<file path="config.mk">
export PLATFORM = sky130hd
export DESIGN_NAME = smt_sig_irq
export DESIGN_NICKNAME = d
export VERILOG_FILES = /design/src/smt_sig_irq.v
export VERILOG_INCLUDE_DIRS = /design/src
export SDC_FILE = /design/constraint.sdc
export NUM_CORES = 1
export LEC_CHECK = 0
export ABC_AREA = 1
export BUFFER_PORTS_ARGS = -buffer_cell sky130_fd_sc_hd__clkbuf_2
export CORE_UTILIZATION = 40
export CTS_CLUSTER_SIZE = 8
export DETAILED_ROUTE_END_ITERATION = 10
export PLACE_DENSITY = 0.62
export SLEW_MARGIN = 15
export SYNTH_ARGS = -nofsm -noshare
export SYNTH_HDL_FRONTEND = slang
export SYNTH_SLANG_ARGS = --single-unit
</file>
<file path="constraint.sdc">
create_clock -name mclk -period 2.2 [get_ports mclk]
set_input_delay 0.44 -clock mclk [delete_from_list [all_inputs] [get_ports mclk]]
set_output_delay 0.44 -clock mclk [all_outputs]
set_load 0.03 [all_outputs]
</file>
<file path="src/smt_consts.vh">
// Register offsets, field positions, reset values for the signal timer
`ifndef SMT_CONSTS_VH
`define SMT_CONSTS_VH

// Register byte offsets
`define SMT_OFF_SIG 8'h00
`define SMT_OFF_IEN 8'h04
`define SMT_OFF_IFLG 8'h08
`define SMT_OFF_ICLR 8'h0C
`define SMT_OFF_CLK 8'h10
`define SMT_OFF_CON0 8'h14
`define SMT_OFF_CON1 8'h18
`define SMT_OFF_STAT 8'h1C
`define SMT_OFF_TMRL 8'h20
`define SMT_OFF_TMRH 8'h24
`define SMT_OFF_TMRU 8'h28
`define SMT_OFF_PRL 8'h2C
`define SMT_OFF_PRH 8'h30
`define SMT_OFF_PRU 8'h34
`define SMT_OFF_CPRL 8'h38
`define SMT_OFF_CPRH 8'h3C
`define SMT_OFF_CPRU 8'h40
`define SMT_OFF_CPWL 8'h44
`define SMT_OFF_CPWH 8'h48
`define SMT_OFF_CPWU 8'h4C
`define SMT_OFF_WIN 8'h50

// Interrupt bit positions
`define SMT_IRQ_WIDTH 2
`define SMT_IRQ_PERIOD 1
`define SMT_IRQ_MATCH 0

// Control field positions
`define SMT_CON0_EN 7
`define SMT_CON1_GO 7
`define SMT_CON1_ASYNC 3

// Signal select codes
`define SMT_SIG_PIN 5'h00
`define SMT_SIG_TMR 5'h03
`define SMT_SIG_SEC 5'h10

// Reset values
`define SMT_RST_BYTE 8'h00
`define SMT_RST_PR 24'hFFFFFF
`define SMT_RST_CNT 24'h000000

`endif

</file>
<file path="src/smt_sig_irq.v">
// Signal select, measurement counter and interrupt logic of the timer
//
// Design decisions made here: register access over APB and the address map.
`include "smt_consts.vh"

module smt_sig_irq #(
    parameter CNT_W = 24
) (
    // Clock and reset
    input wire mclk,
    input wire sys_rst,
    // APB slave
    input wire psel,
    input wire penable,
    input wire pwrite,
    input wire [7:0] paddr,
    input wire [31:0] pwdata,
    output reg [31:0] prdata,
    output wire pready,
    output reg pslverr,
    // Signal sources
    input wire dedicated_signal_pin,
    input wire periodic_timer_pulse,
    input wire calendar_seconds_pulse,
    input wire [15:0] other_sources,
    // Measurement clock sources, one-cycle enables
    input wire [7:0] meas_clk_sources,
    // Interrupt request
    output wire irq
);

    // Register state
    reg [4:0] sig_sel_r;
    reg [2:0] irq_en_r;
    reg [2:0] irq_flag_r;
    reg [2:0] clk_sel_r;
    reg [7:0] con0_r;
    reg [7:0] con1_r;
    reg [4:0] win_sel_r;
    reg [CNT_W-1:0] count_r;
    reg [CNT_W-1:0] period_r;
    reg [CNT_W-1:0] cap_per_r;
    reg [CNT_W-1:0] cap_wid_r;
    reg cpr_up_r;
    reg cpw_up_r;

    // Pin synchroniser
    reg pin_s1_r;
    reg pin_s2_r;
    reg pin_s3_r;
    reg pin_r;

    // Edge, pending and trigger state
    reg sig_r;
    reg rise_pend_r;
    reg fall_pend_r;
    reg [2:0] trig_s1_r;
    reg [2:0] trig_s2_r;

    // Combinational
    reg sig_mux;
    reg tick;
    reg [31:0] rd_nxt;
    reg rd_err;
    wire wr_en;
    wire rd_setup;
    wire run;
    wire async_mode;
    wire rise;
    wire fall;
    wire act_rise;
    wire act_fall;
    wire match;
    wire [2:0] trig;
    wire [2:0] clr;

    assign pready = 1'b1;
    assign wr_en = psel & penable & pwrite;
    assign rd_setup = psel & ~penable;
    assign run = con0_r[`SMT_CON0_EN] & con1_r[`SMT_CON1_GO];
    assign async_mode = con1_r[`SMT_CON1_ASYNC];

    // Pin input, three flops, change taken when stages two and three agree
    always @(posedge mclk) begin
        if (sys_rst) begin
            pin_s1_r <= 1'b0;
            pin_s2_r <= 1'b0;
            pin_s3_r <= 1'b0;
            pin_r <= 1'b0;
        end else begin
            pin_s1_r <= dedicated_signal_pin;
            pin_s2_r <= pin_s1_r;
            pin_s3_r <= pin_s2_r;
            if (pin_s2_r == pin_s3_r) begin
                pin_r <= pin_s3_r;
            end
        end
    end

    // Measured signal selection
    always @* begin
        if (sig_sel_r == `SMT_SIG_PIN) begin
            sig_mux = pin_r;
        end else if (sig_sel_r == `SMT_SIG_TMR) begin
            sig_mux = periodic_timer_pulse;
        end else if (sig_sel_r == `SMT_SIG_SEC) begin
            sig_mux = calendar_seconds_pulse;
        end else if (sig_sel_r < `SMT_SIG_SEC) begin
            sig_mux = other_sources[sig_sel_r[3:0]];
        end else begin
            sig_mux = 1'b0;
        end
    end

    // Measurement clock tick
    always @* begin
        if (clk_sel_r == 3'h0) begin
            tick = 1'b1;
        end else begin
            tick = meas_clk_sources[clk_sel_r];
        end
    end

    assign rise = run & sig_mux & ~sig_r;
    assign fall = run & ~sig_mux & sig_r;
    assign act_rise = async_mode ? rise : (rise | rise_pend_r) & tick;
    assign act_fall = async_mode ? fall : (fall | fall_pend_r) & tick;
    assign match = run & tick & (count_r == period_r);

    // Signal edge tracking and tick alignment
    always @(posedge mclk) begin
        if (sys_rst) begin
            sig_r <= 1'b0;
            rise_pend_r <= 1'b0;
            fall_pend_r <= 1'b0;
        end else begin
            sig_r <= sig_mux;
            if (!run || async_mode) begin
                rise_pend_r <= 1'b0;
                fall_pend_r <= 1'b0;
            end else begin
                rise_pend_r <= (rise | rise_pend_r) & ~tick;
                fall_pend_r <= (fall | fall_pend_r) & ~tick;
            end
        end
    end

    // Counter, capture and period match
    always @(posedge mclk) begin
        if (sys_rst) begin
            count_r <= `SMT_RST_CNT;
            cap_per_r <= `SMT_RST_CNT;
            cap_wid_r <= `SMT_RST_CNT;
        end else begin
            if (act_rise) begin
                cap_per_r <= count_r;
            end
            if (act_fall) begin
                cap_wid_r <= count_r;
            end
            if (wr_en && paddr == `SMT_OFF_TMRL) begin
                count_r[7:0] <= pwdata[7:0];
            end else if (wr_en && paddr == `SMT_OFF_TMRH) begin
                count_r[15:8] <= pwdata[7:0];
            end else if (wr_en && paddr == `SMT_OFF_TMRU) begin
                count_r[23:16] <= pwdata[7:0];
            end else if (act_rise || match) begin
                count_r <= `SMT_RST_CNT;
            end else if (run && tick) begin
                count_r <= count_r + 1'b1;
            end
        end
    end

    // Triggers, then two stages into the flag domain
    assign trig[`SMT_IRQ_WIDTH] = act_fall;
    assign trig[`SMT_IRQ_PERIOD] = act_rise;
    assign trig[`SMT_IRQ_MATCH] = match;
    assign clr = (wr_en && paddr == `SMT_OFF_ICLR) ? pwdata[2:0] : 3'h0;

    always @(posedge mclk) begin
        if (sys_rst) begin
            trig_s1_r <= 3'h0;
            trig_s2_r <= 3'h0;
            irq_flag_r <= 3'h0;
        end else begin
            trig_s1_r <= trig;
            trig_s2_r <= trig_s1_r;
            irq_flag_r <= (irq_flag_r & ~clr) | trig_s2_r;
        end
    end

    // Width, period, match each gated by own flag and enable
    assign irq = |(irq_flag_r & irq_en_r);

    // Update status bits, cleared by a status write of ones
    always @(posedge mclk) begin
        if (sys_rst) begin
            cpr_up_r <= 1'b0;
            cpw_up_r <= 1'b0;
        end else begin
            if (act_rise) begin
                cpr_up_r <= 1'b1;
            end else if (wr_en && paddr == `SMT_OFF_STAT && pwdata[7]) begin
                cpr_up_r <= 1'b0;
            end
            if (act_fall) begin
                cpw_up_r <= 1'b1;
            end else if (wr_en && paddr == `SMT_OFF_STAT && pwdata[6]) begin
                cpw_up_r <= 1'b0;
            end
        end
    end

    // Control register writes
    always @(posedge mclk) begin
        if (sys_rst) begin
            sig_sel_r <= 5'h00;
            irq_en_r <= 3'h0;
            clk_sel_r <= 3'h0;
            con0_r <= `SMT_RST_BYTE;
            con1_r <= `SMT_RST_BYTE;
            win_sel_r <= 5'h00;
            period_r <= `SMT_RST_PR;
        end else if (wr_en) begin
            if (paddr == `SMT_OFF_SIG) begin
                sig_sel_r <= pwdata[4:0];
            end else if (paddr == `SMT_OFF_IEN) begin
                irq_en_r <= pwdata[2:0];
            end else if (paddr == `SMT_OFF_CLK) begin
                clk_sel_r <= pwdata[2:0];
            end else if (paddr == `SMT_OFF_CON0) begin
                con0_r <= {pwdata[7], 1'b0, pwdata[5:0]};
            end else if (paddr == `SMT_OFF_CON1) begin
                con1_r <= {pwdata[7:6], 2'h0, pwdata[3:0]};
            end else if (paddr == `SMT_OFF_WIN) begin
                win_sel_r <= pwdata[4:0];
            end else if (paddr == `SMT_OFF_PRL) begin
                period_r[7:0] <= pwdata[7:0];
            end else if (paddr == `SMT_OFF_PRH) begin
                period_r[15:8] <= pwdata[7:0];
            end else if (paddr == `SMT_OFF_PRU) begin
                period_r[23:16] <= pwdata[7:0];
            end
        end
    end

    // Read decode
    always @* begin
        rd_nxt = 32'h00000000;
        rd_err = 1'b0;
        if (paddr == `SMT_OFF_SIG) begin
            rd_nxt[4:0] = sig_sel_r;
        end else if (paddr == `SMT_OFF_IEN) begin
            rd_nxt[2:0] = irq_en_r;
        end else if (paddr == `SMT_OFF_IFLG) begin
            rd_nxt[2:0] = irq_flag_r;
        end else if (paddr == `SMT_OFF_ICLR) begin
            rd_nxt = 32'h00000000;
        end else if (paddr == `SMT_OFF_CLK) begin
            rd_nxt[2:0] = clk_sel_r;
        end else if (paddr == `SMT_OFF_CON0) begin
            rd_nxt[7:0] = con0_r;
        end else if (paddr == `SMT_OFF_CON1) begin
            rd_nxt[7:0] = con1_r;
        end else if (paddr == `SMT_OFF_STAT) begin
            rd_nxt[7:0] = {cpr_up_r, cpw_up_r, 3'h0, run, sig_r, run};
        end else if (paddr == `SMT_OFF_TMRL) begin
            rd_nxt[7:0] = count_r[7:0];
        end else if (paddr == `SMT_OFF_TMRH) begin
            rd_nxt[7:0] = count_r[15:8];
        end else if (paddr == `SMT_OFF_TMRU) begin
            rd_nxt[7:0] = count_r[23:16];
        end else if (paddr == `SMT_OFF_PRL) begin
            rd_nxt[7:0] = period_r[7:0];
        end else if (paddr == `SMT_OFF_PRH) begin
            rd_nxt[7:0] = period_r[15:8];
        end else if (paddr == `SMT_OFF_PRU) begin
            rd_nxt[7:0] = period_r[23:16];
        end else if (paddr == `SMT_OFF_CPRL) begin
            rd_nxt[7:0] = cap_per_r[7:0];
        end else if (paddr == `SMT_OFF_CPRH) begin
            rd_nxt[7:0] = cap_per_r[15:8];
        end else if (paddr == `SMT_OFF_CPRU) begin
            rd_nxt[7:0] = cap_per_r[23:16];
        end else if (paddr == `SMT_OFF_CPWL) begin
            rd_nxt[7:0] = cap_wid_r[7:0];
        end else if (paddr == `SMT_OFF_CPWH) begin
            rd_nxt[7:0] = cap_wid_r[15:8];
        end else if (paddr == `SMT_OFF_CPWU) begin
            rd_nxt[7:0] = cap_wid_r[23:16];
        end else if (paddr == `SMT_OFF_WIN) begin
            rd_nxt[4:0] = win_sel_r;
        end else begin
            rd_err = 1'b1;
        end
    end

    // Read data and error latched in the setup cycle
    always @(posedge mclk) begin
        if (sys_rst) begin
            prdata <= 32'h00000000;
            pslverr <= 1'b0;
        end else if (rd_setup) begin
            prdata <= pwrite ? 32'h00000000 : rd_nxt;
            pslverr <= rd_err;
        end
    end

endmodule // smt_sig_irq

</file>
Word level (Yosys, flattened, before mapping)
Cells that the tools add are included.

word-level totals
  bits in registers = 176
  bits of input ports = 72
  output and inout port bits = 35
  logic and storage cells = 197

cells by class
  $add $sub $neg = 1
  $lt $le $gt $ge = 3
  equal/unequal tests = 27
  mux-type cells = 71
  bitwise logic cells = 34
  reductions and logical operators = 33

operators by type and width
  operator               number
  $mux 8                 19
  $eq 8x6->1 const B     8
  $mux 24                2
  $eq 8x7->1 const B     5
  $mux 1                 34
  $eq 8x5->1 const B     4
  $mux 32                1
  $mux 5                 6
  $mux 27                1
  $add 24x1->24 const B  1
  $eq 24x24->1           1
  $eq 8x4->1 const B     2
  $mux 16                1
  $mux 3                 5
  $and 1x1->1            14
  $not 1->1              14
  $reduce_and 3->1       4
  $reduce_and 10->1      1
  $reduce_and 9->1       1
  $reduce_bool 3->1      3
  $eq 8x3->1 const B     1
  $logic_and 1x1->1      8
  $logic_not 8->1        1
  $reduce_and 8->1       1
  other kinds (25)       31

Logic depth before layout (Yosys ltp)
Gate-level depths: netlist of the first run.

  depth in word-level cells = 23
  depth in mapped cells = 19
  gate-level depth less buffers = 19

Worst setup path before layout of the first run
OpenSTA, ideal clock, no wires.

  path kind = input -> register
  from = input port paddr[7]
  to = register prdata[1]
  setup time = 0.132 ns
  arrival = 1.921 ns
  data required time = 2.068 ns
  setup slack = 0.147 ns
  stages = 15
  path buffers = 0
  cell sequence = nor2_1 > inv_1 > nor2_1 > inv_1 > nor2_1 > inv_1 > or2_2 > o21ai_0 > inv_1 > nand2_1 > nand2_1 > nand2_1 > nand3_1 > nand2_1 > a21oi_1

between the ends
  longest elaborated chain between the ends = 23
  elaborated cells on any way between the ends = 43
  classes of those cells = eq/ne (20); mux (22); reduce/logical (1)

ends and longest elaborated chain
  item                         line               source
  start: declaration           smt_sig_irq.v:16   input wire [7:0] paddr,
  $eq 8x7->1 (no source line)  n/a
  $mux 5                       smt_sig_irq.v:292  end else if (paddr == `SMT_OFF_WIN) begin
  $mux 5                       smt_sig_irq.v:290  end else if (paddr == `SMT_OFF_CPWU) begin
  $mux 8                       smt_sig_irq.v:288  end else if (paddr == `SMT_OFF_CPWH) begin
  $mux 8                       smt_sig_irq.v:286  end else if (paddr == `SMT_OFF_CPWL) begin
  $mux 8                       smt_sig_irq.v:284  end else if (paddr == `SMT_OFF_CPRU) begin
  $mux 8                       smt_sig_irq.v:282  end else if (paddr == `SMT_OFF_CPRH) begin
  $mux 8                       smt_sig_irq.v:280  end else if (paddr == `SMT_OFF_CPRL) begin
  [... 7 more ...]             n/a
  $mux 8                       smt_sig_irq.v:264  end else if (paddr == `SMT_OFF_CON1) begin
  $mux 8                       smt_sig_irq.v:262  end else if (paddr == `SMT_OFF_CON0) begin
  $mux 3                       smt_sig_irq.v:260  end else if (paddr == `SMT_OFF_CLK) begin
  $mux 8                       smt_sig_irq.v:258  end else if (paddr == `SMT_OFF_ICLR) begin
  $mux 3                       smt_sig_irq.v:256  end else if (paddr == `SMT_OFF_IFLG) begin
  $mux 3                       smt_sig_irq.v:254  end else if (paddr == `SMT_OFF_IEN) begin
  $mux 5 *                     smt_sig_irq.v:252  if (paddr == `SMT_OFF_SIG) begin
  $mux 32 *                    smt_sig_irq.v:305  prdata <= pwrite ? 32'h00000000 : rd_nxt;
  end signal: assignment       smt_sig_irq.v:305
  end: declaration             smt_sig_irq.v:18   output reg [31:0] prdata,

Mark *: on every way between the ends. The rest lies on a longest branch, timed or not.
A chain may end at the register's enable or synchronous reset.

Final worst setup path of the first run
  from = register sig_sel_r[0]
  to = register cap_per_r[3]

between the ends
  longest elaborated chain between the ends = 11
  elaborated cells on any way between the ends = 15
  classes of those cells = order compare (1); eq/ne (2); mux (7); bitwise (4); reduce/logical (1)

ends and longest elaborated chain
  item                          line               source
  start: declaration            smt_sig_irq.v:33   reg [4:0] sig_sel_r;
  start signal: assignment      smt_sig_irq.v:227  sig_sel_r <= pwdata[4:0];
  $bmux 1 s4                    smt_sig_irq.v:109  sig_mux = other_sources[sig_sel_r[3:0]];
  $mux 1 (not written as such)  smt_sig_irq.v:109
  $mux 1                        smt_sig_irq.v:108  end else if (sig_sel_r < `SMT_SIG_SEC) begin
  $mux 1                        smt_sig_irq.v:106  end else if (sig_sel_r == `SMT_SIG_SEC) begin
  $mux 1                        smt_sig_irq.v:104  end else if (sig_sel_r == `SMT_SIG_TMR) begin
  $mux 1 *                      smt_sig_irq.v:102  if (sig_sel_r == `SMT_SIG_PIN) begin
  $and 1x1->1 * (2 in a row)    smt_sig_irq.v:124  assign rise = run & sig_mux & ~sig_r;
  $or 1x1->1                    smt_sig_irq.v:126  assign act_rise = async_mode ? rise : (rise | rise_pend_r) & tick;
  $and 1x1->1                   smt_sig_irq.v:126
  $mux 1 *                      smt_sig_irq.v:126
  end signal: assignment        smt_sig_irq.v:152  cap_per_r <= `SMT_RST_CNT;
  end signal: assignment        smt_sig_irq.v:156  cap_per_r <= count_r;
  end: declaration              smt_sig_irq.v:42   reg [CNT_W-1:0] cap_per_r;

Mark *: on every way between the ends. The rest lies on a longest branch, timed or not. The select of a mux whose other input is x is not followed.

==> impl_metrics.py, run 1 <==
metrics = {
    "worst_hold_path": {
        "hp-class": "input pin to register",
        "holdPathStages": 3,
        "hold_end": "pin_s1_r",
        "hp-start": "dedicated_signal_pin",
    },
    "global_route": {
        "grt_max_degree": 110,
        "grt_pass1_wl_um": 43200,
        "first_global_vias": 8017,
        "grt_use_total": 0.265,
        "grt_antenna_before_repair": 0,
        "overflow": 0,
    },
    "placed_design": {
        "dp.cells": 1656,
        "globalplace.congestion": 0.934,
        "dpl.hpwl_um": 20500,
        "port_buffers": 55,
    },
    "logic_synthesis": {
        "synthesis.area_um2": 8260,
        "ys.flop_type": "dfxtp_1",
        "synth_edf_count": 0,
        "synthArstFlopShare": 0,
        "ys_types": 48,
        "ys_ff_latch": 152,
        "netlist_instances": 1233,
        "synth_area_per_cell_um2": 6.70,
        "yosysWarnings": 0,
        "ys_seq_area_frac": 0.368,
    },
    "cts": {
        "clock_latency_ns": 0.44,
        "htree_levels": 4,
        "clock_path_buffers": 2,
        "cts.sinks": 152,
        "cts-root-buf": "clkbuf_16",
        "clk_pin_slew_ns": 0.06,
        "cts_buffers": 17,
        "tritoncts": "done",
    },
    "final_layout": {
        "drive_gt1_frac": 0.225,
        "final_nets": 1489,
        "diodes": 0,
        "final_util": 0.528,
        "fillers": 2014,
        "layout_common_cells": "nand2_1 (233), dfxtp_1 (150), buf_4 (145)",
        "areaGrowthSynthToFinish_pct": 29.3,
        "final_common_cell": "nand2_1",
        "fin_cells": 1699,
    },
    "power_and_ir_drop": {
        "total_power_uw": 5980,
        "powerDensity_nw_per_um2": 560,
        "ir_drop_mv": 0.452,
        "leakagePower_uw": 0.00473,
    },
    "timing": {
        "finalWorstSetupSlack_ns": -0.0177,
        "skew_ns": 0.00995,
        "tightest_slew_ns": 0.701,
        "finalHoldViolCount": 0,
        "maxSlewHeadroom": 0.532,
        "drv_slew": 0,
        "fin_crit_ns": 2.22,
        "min_period_over_period": 1.01,
        "fmax_mhz": 451,
        "setup_viol": 3,
        "rsz0062_at_grt": "true",
    },
    "worst_setup_path": {
        "rr_endpoint": "cap_per_r[3]",
        "worst-r2r-cell-count": 14,
        "r2r-start": "sig_sel_r[0]",
        "crit_path_start_kind": "register",
        "worstPathRequired_ns": 2.52,
        "path_class": "register to register",
        "cp-end-kind": "register",
        "cp.arrival_ns": 2.54,
        "r2r_setup_slack_ns": -0.02,
        "cp_max_fo": 7,
    },
    "floorplan": {
        "rows": 52,
        "dieHeight_um": 146,
        "initial_core_util": 0.408,
        "fp.dieArea_um2": 21200,
        "design.portCount": 107,
        "die_x_um": 146,
        "coreArea_um2": 20200,
    },
    "route": {
        "drtIter0Drc": 840,
        "post-route-drc-count": 0,
        "wl_per_cell_um": 17.0,
        "vias": 8924,
        "routed_wl_um": 28800,
        "antenna_left": 0,
        "viasPerCell": 5.25,
        "drt_pass1_iterations": 6,
    },
    "run": {
        "max-cap-violations": 0,
    },
    "run_status": {
        "violations": "negative setup slack",
        "status": "finished with violations",
    },
}
[flip-flops by register name, summed over array words and instances (netlist names), 3 cells and up]
| register | count |
|---|---|
| cap_per_r | 24 |
| cap_wid_r | 24 |
| count_r | 24 |
| period_r | 24 |
| prdata | 8 |
| con0_r | 7 |
| con1_r | 6 |
| sig_sel_r | 5 |
| win_sel_r | 5 |
| clk_sel_r | 3 |
| irq_en_r | 3 |
| irq_flag_r | 3 |
| trig_s1_r | 3 |
| trig_s2_r | 3 |
[final cells by class]
type                            instances  area [um2]  share of cell area
Multi-Input combinational cell        880        4500               0.421
Clock inverter                         15         141              0.0132
Tap cell                              270         338              0.0316
Clock buffer                           17         425              0.0398
Sequential cell                       152        3050               0.285
Timing Repair Buffer                  215        1650               0.155
Inverter                              150         576              0.0539
[power breakdown]
part           switching, uW  internal (uW)
Clock                   1360           1510
Combinational            252            101
Sequential              3.14           2750
[metrics by stage]
| stage | setup TNS (ns) | hold WS, ns | worst slack (ns) | instance area (um2) |
|---|---|---|---|---|
| final | -0.0279 | 0.190 | -0.0177 | 10700 |
| after global routing | -6.61 | 0.204 | -0.171 | 10700 |
| after CTS | 0 | 0.181 | 0.00162 | 10400 |
| after detailed placement | -7.98 | 0.394 | -0.224 | 9700 |
| after global placement | -5.35 | 0.392 | -0.210 | 9700 |
| after floorplan | 0 | 0.388 | 0.147 | 8350 |
[how the worst max path moves through the flow]
| stage | end | cells after the start | start |
|---|---|---|---|
| 4_1_cts | count_r[12] | 16 | sig_sel_r[0] |
| 5_1_grt | count_r[8] | 18 | sig_sel_r[0] |
| 2_1_floorplan | prdata[1] | 15 | paddr[7] |
| 6_report | cap_per_r[3] | 14 | sig_sel_r[0] |
| 3_5_place_dp | prdata[2] | 18 | paddr[7] |
| 3_3_place_gp | prdata[3] | 14 | paddr[5] |
[cells in the mapped netlist (18+ instances only)]
cell type | instances | area (um2)
dfxtp_1 | 152 | 3040
clkbuf_1 | 30 | 113
nor3_1 | 23 | 115
a21oi_1 | 117 | 586
inv_1 | 140 | 526
nand2_1 | 242 | 908
nor2_1 | 154 | 578
buf_4 | 27 | 203
nand3_1 | 49 | 245
o21ai_0 | 102 | 510
o211ai_1 | 31 | 233
o22ai_1 | 18 | 113
[critical path: stages, from the launching register on]
cell,delay (ns)
dfxtp_4,0.40
buf_6,0.14
nor2_1,0.05
o31ai_1,0.25
nand2_1,0.08
nand2_1,0.07
o21ai_2,0.07
nand2_2,0.10
nand2_4,0.07
nor2_2,0.13
a21oi_4,0.05
buf_12,0.15
bufbuf_16,0.27
o21ai_0,0.20
a21oi_1,0.06
[timing repair]
item,in CTS,in global routing
setup buffers,1,5
resized for setup,19,55
setup endpoints to repair,48,78
gates cloned,1,4
pin swaps,4,22
hold buffers,0,0
[cell families after synthesis]
kind of cell / Yosys count / share of synthesized area
adders and majority gates: 1 / 0.00151
buffers and inverters: 224 / 0.120
AOI/OAI and AO/OA: 308 / 0.212
and+or+nand+nor: 514 / 0.264
other: 2 / 0.000909
xor gates and xnor gates: 32 / 0.0339
DFF: 152 / 0.368
[per-layer routing]
layer | global-route usage | routed length [um] | vias up
met5 | 0 | 0 | -
met2 | 0.411 | 13000 | 381
met4 | 0.109 | 906 | 0
met1 | 0.359 | 12800 | 4104
met3 | 0.0511 | 2220 | 56
li1 | - | - | 4383
Note: power is estimated with default switching activity, not from simulation.
==> inputs of run 2 (changes only) <==
--- a/config.mk
+++ b/config.mk
@@ -8,10 +8,10 @@
 export LEC_CHECK = 0
 export ABC_AREA = 1
 export BUFFER_PORTS_ARGS = -buffer_cell sky130_fd_sc_hd__clkbuf_2
-export CORE_UTILIZATION = 40
+export CORE_UTILIZATION = 58
 export CTS_CLUSTER_SIZE = 8
 export DETAILED_ROUTE_END_ITERATION = 10
-export PLACE_DENSITY = 0.62
+export PLACE_DENSITY = 0.83
 export SLEW_MARGIN = 15
 export SYNTH_ARGS = -nofsm -noshare
 export SYNTH_HDL_FRONTEND = slang
==> run 2 against run 1 <==
Net effect:
- clock skew is 0.0024 ns higher
- sequential power is essentially flat
- critical path type unchanged
- the flow still finishes with violations (negative setup slack)
- count of clock-buffer cells in the layout increased by 2
==> impl_metrics.py, run 2 (synthesis results as in run 1) <==
metrics = {
    "floorplan": {
        "die_x_um": 121,
        "dieHeight_um": 121,
        "coreArea_um2": 13900,
        "design.portCount": 107,
        "rows": 43,
        "fp.dieArea_um2": 14700,
        "initial_core_util": 0.595,
    },
    "worst_setup_path": {
        "path_class": "register to register",
        "cp-end-kind": "register",
        "critPathTopFamily": "simple AND/OR/NAND/NOR gates",
        "critPathMaxStageDelay_ns": 0.39,
        "path_cells": "buf_6, nor2_4, nand2_1, inv_1, nor2_1, o211ai_1, nor2_1, o21ai_1, nand2_1, nand2_2, nor2_2, a21oi_4, buf_12, buf_4, buf_8, o21ai_0, a21oi_1",
        "worst-r2r-cell-count": 17,
        "cp_max_fo": 8,
        "crit_path_start_kind": "register",
        "worstPathRequired_ns": 2.50,
        "cp_num_cells": 17,
        "cp.arrival_ns": 2.66,
        "crit_buf_inv": 5,
        "worst_path_max_delay_cell": "dfxtp_4",
    },
    "timing": {
        "rsz0062_at_grt": "true",
        "min_period_over_period": 1.07,
        "skew_ns": 0.0123,
        "finalWorstSetupSlack_ns": -0.158,
        "setup_viol": 31,
        "fin_crit_ns": 2.36,
        "drv_slew": 0,
        "finalHoldViolCount": 0,
        "fmax_mhz": 424,
        "maxSlewHeadroom": 0.578,
        "tightest_slew_ns": 0.628,
    },
    "final_layout": {
        "drive_gt1_frac": 0.215,
        "diodes": 0,
        "layout_common_cells": "nand2_1 (237), dfxtp_1 (150), nor2_1 (145)",
        "final_nets": 1480,
        "postLayoutCellArea_um2": 10500,
        "final_util": 0.758,
        "areaGrowthSynthToFinish_pct": 27.3,
        "fillers": 1001,
        "final_common_cell": "nand2_1",
    },
    "worst_hold_path": {
        "holdPathStages": 3,
        "hp-class": "input pin to register",
    },
    "global_route": {
        "overflow": 0,
        "grt_pass1_wl_um": 42200,
        "grt_antenna_before_repair": 0,
        "grt_use_total": 0.377,
        "grt_max_degree": 110,
        "first_global_vias": 8264,
    },
    "run_status": {
        "status": "finished with violations",
        "violations": "negative setup slack",
    },
    "placed_design": {
        "dpl.hpwl_um": 19900,
        "globalplace.congestion": 0.986,
        "port_buffers": 55,
        "dpl_cell_area_um2": 9530,
    },
    "cts": {
        "clock_latency_ns": 0.43,
        "hold_buffers": 0,
        "cts_buffers": 17,
        "clk_pin_slew_ns": 0.06,
        "cts.sinks": 152,
        "tritoncts": "done",
        "cts-root-buf": "clkbuf_16",
        "clock_path_buffers": 2,
        "htree_levels": 4,
    },
    "route": {
        "wl_per_cell_um": 18.4,
        "vias": 9520,
        "drt_pass1_iterations": 7,
        "viasPerCell": 5.95,
        "routed_wl_um": 29400,
        "post-route-drc-count": 0,
        "drtIter0Drc": 1350,
        "antenna_left": 0,
    },
    "power_and_ir_drop": {
        "ir_drop_mv": 0.623,
        "powerDensity_nw_per_um2": 572,
        "leakagePower_uw": 0.00467,
        "total_power_uw": 6010,
    },
    "run": {
        "max-cap-violations": 0,
    },
}
==> run 2: cell count changes in the layout (fill, tap and decap cells not counted), sizes merged <==
cell / before / now
bufinv: 0 / 1
clkinvlp: 1 / 2
bufbuf: 1 / 0
inv: 159 / 152
buf: 156 / 146
clkinv: 5 / 8
clkbuf: 75 / 79
==> run 2: worst min-delay path: stages <==
cell and delay, ns:
clkbuf_2 0.08, inv_1 0.04, nor2_1 0.03
==> run 2: routing by layer <==
| metal | track usage | part of all wire |
|---|---|---|
| met1 | 0.489 | 0.38 |
| met2 | 0.579 | 0.44 |
| met3 | 0.0959 | 0.13 |
| met4 | 0.189 | 0.053 |
| met5 | 0 | 0 |
==> run 2: area by class of cell <==
class	instances	area, um2	area share
clock buffers	19	453	0.0431
clock inverters	13	134	0.0127
inverters	150	568	0.0540
multi-input cells	880	4490	0.427
flip-flops and latches	152	3050	0.290
well taps	180	225	0.0214
repair buffers	206	1600	0.152
==> run 2: what timing repair did <==
| item | 4_1_cts | 5_1_grt |
|---|---|---|
| setup endpoints to repair | 46 | 81 |
| cloned | 0 | 6 |
| resized for setup | 23 | 49 |
| setup buffers | 2 | 2 |
| pin swaps | 8 | 14 |
==> run 2: power breakdown <==
part           leakage (uW)  total [uW]  switching, uW  internal, uW
sequential          0.00123        2760           3.18          2750
combinational       0.00316         353            252           101
clock              0.000285        2900           1250          1650
==> run 2: final timing paths <==
check / start / to / slack [ns]
hold reg to reg: trig_s1_r[1] / trig_s2_r[1] / 0.40
setup reg to reg: sig_sel_r[0] / cap_per_r[4] / -0.16
setup / recovery: sig_sel_r[0] / cap_per_r[4] / -0.16
hold / removal: dedicated_signal_pin / pin_s1_r / 0.20
==> run 2: per-stage QoR <==
step	worst slack [ns]	std cells	hold WS [ns]	setup TNS (ns)
6_report	-0.158	1600	0.203	-1.18
5_1_grt	-0.299	1600	0.210	-8.31
4_1_cts	0.00682	1592	0.198	0
3_5_place_dp	-0.243	1558	0.396	-8.66
3_3_place_gp	-0.207	1558	0.389	-6.41
2_1_floorplan	0.147	1256	0.388	0
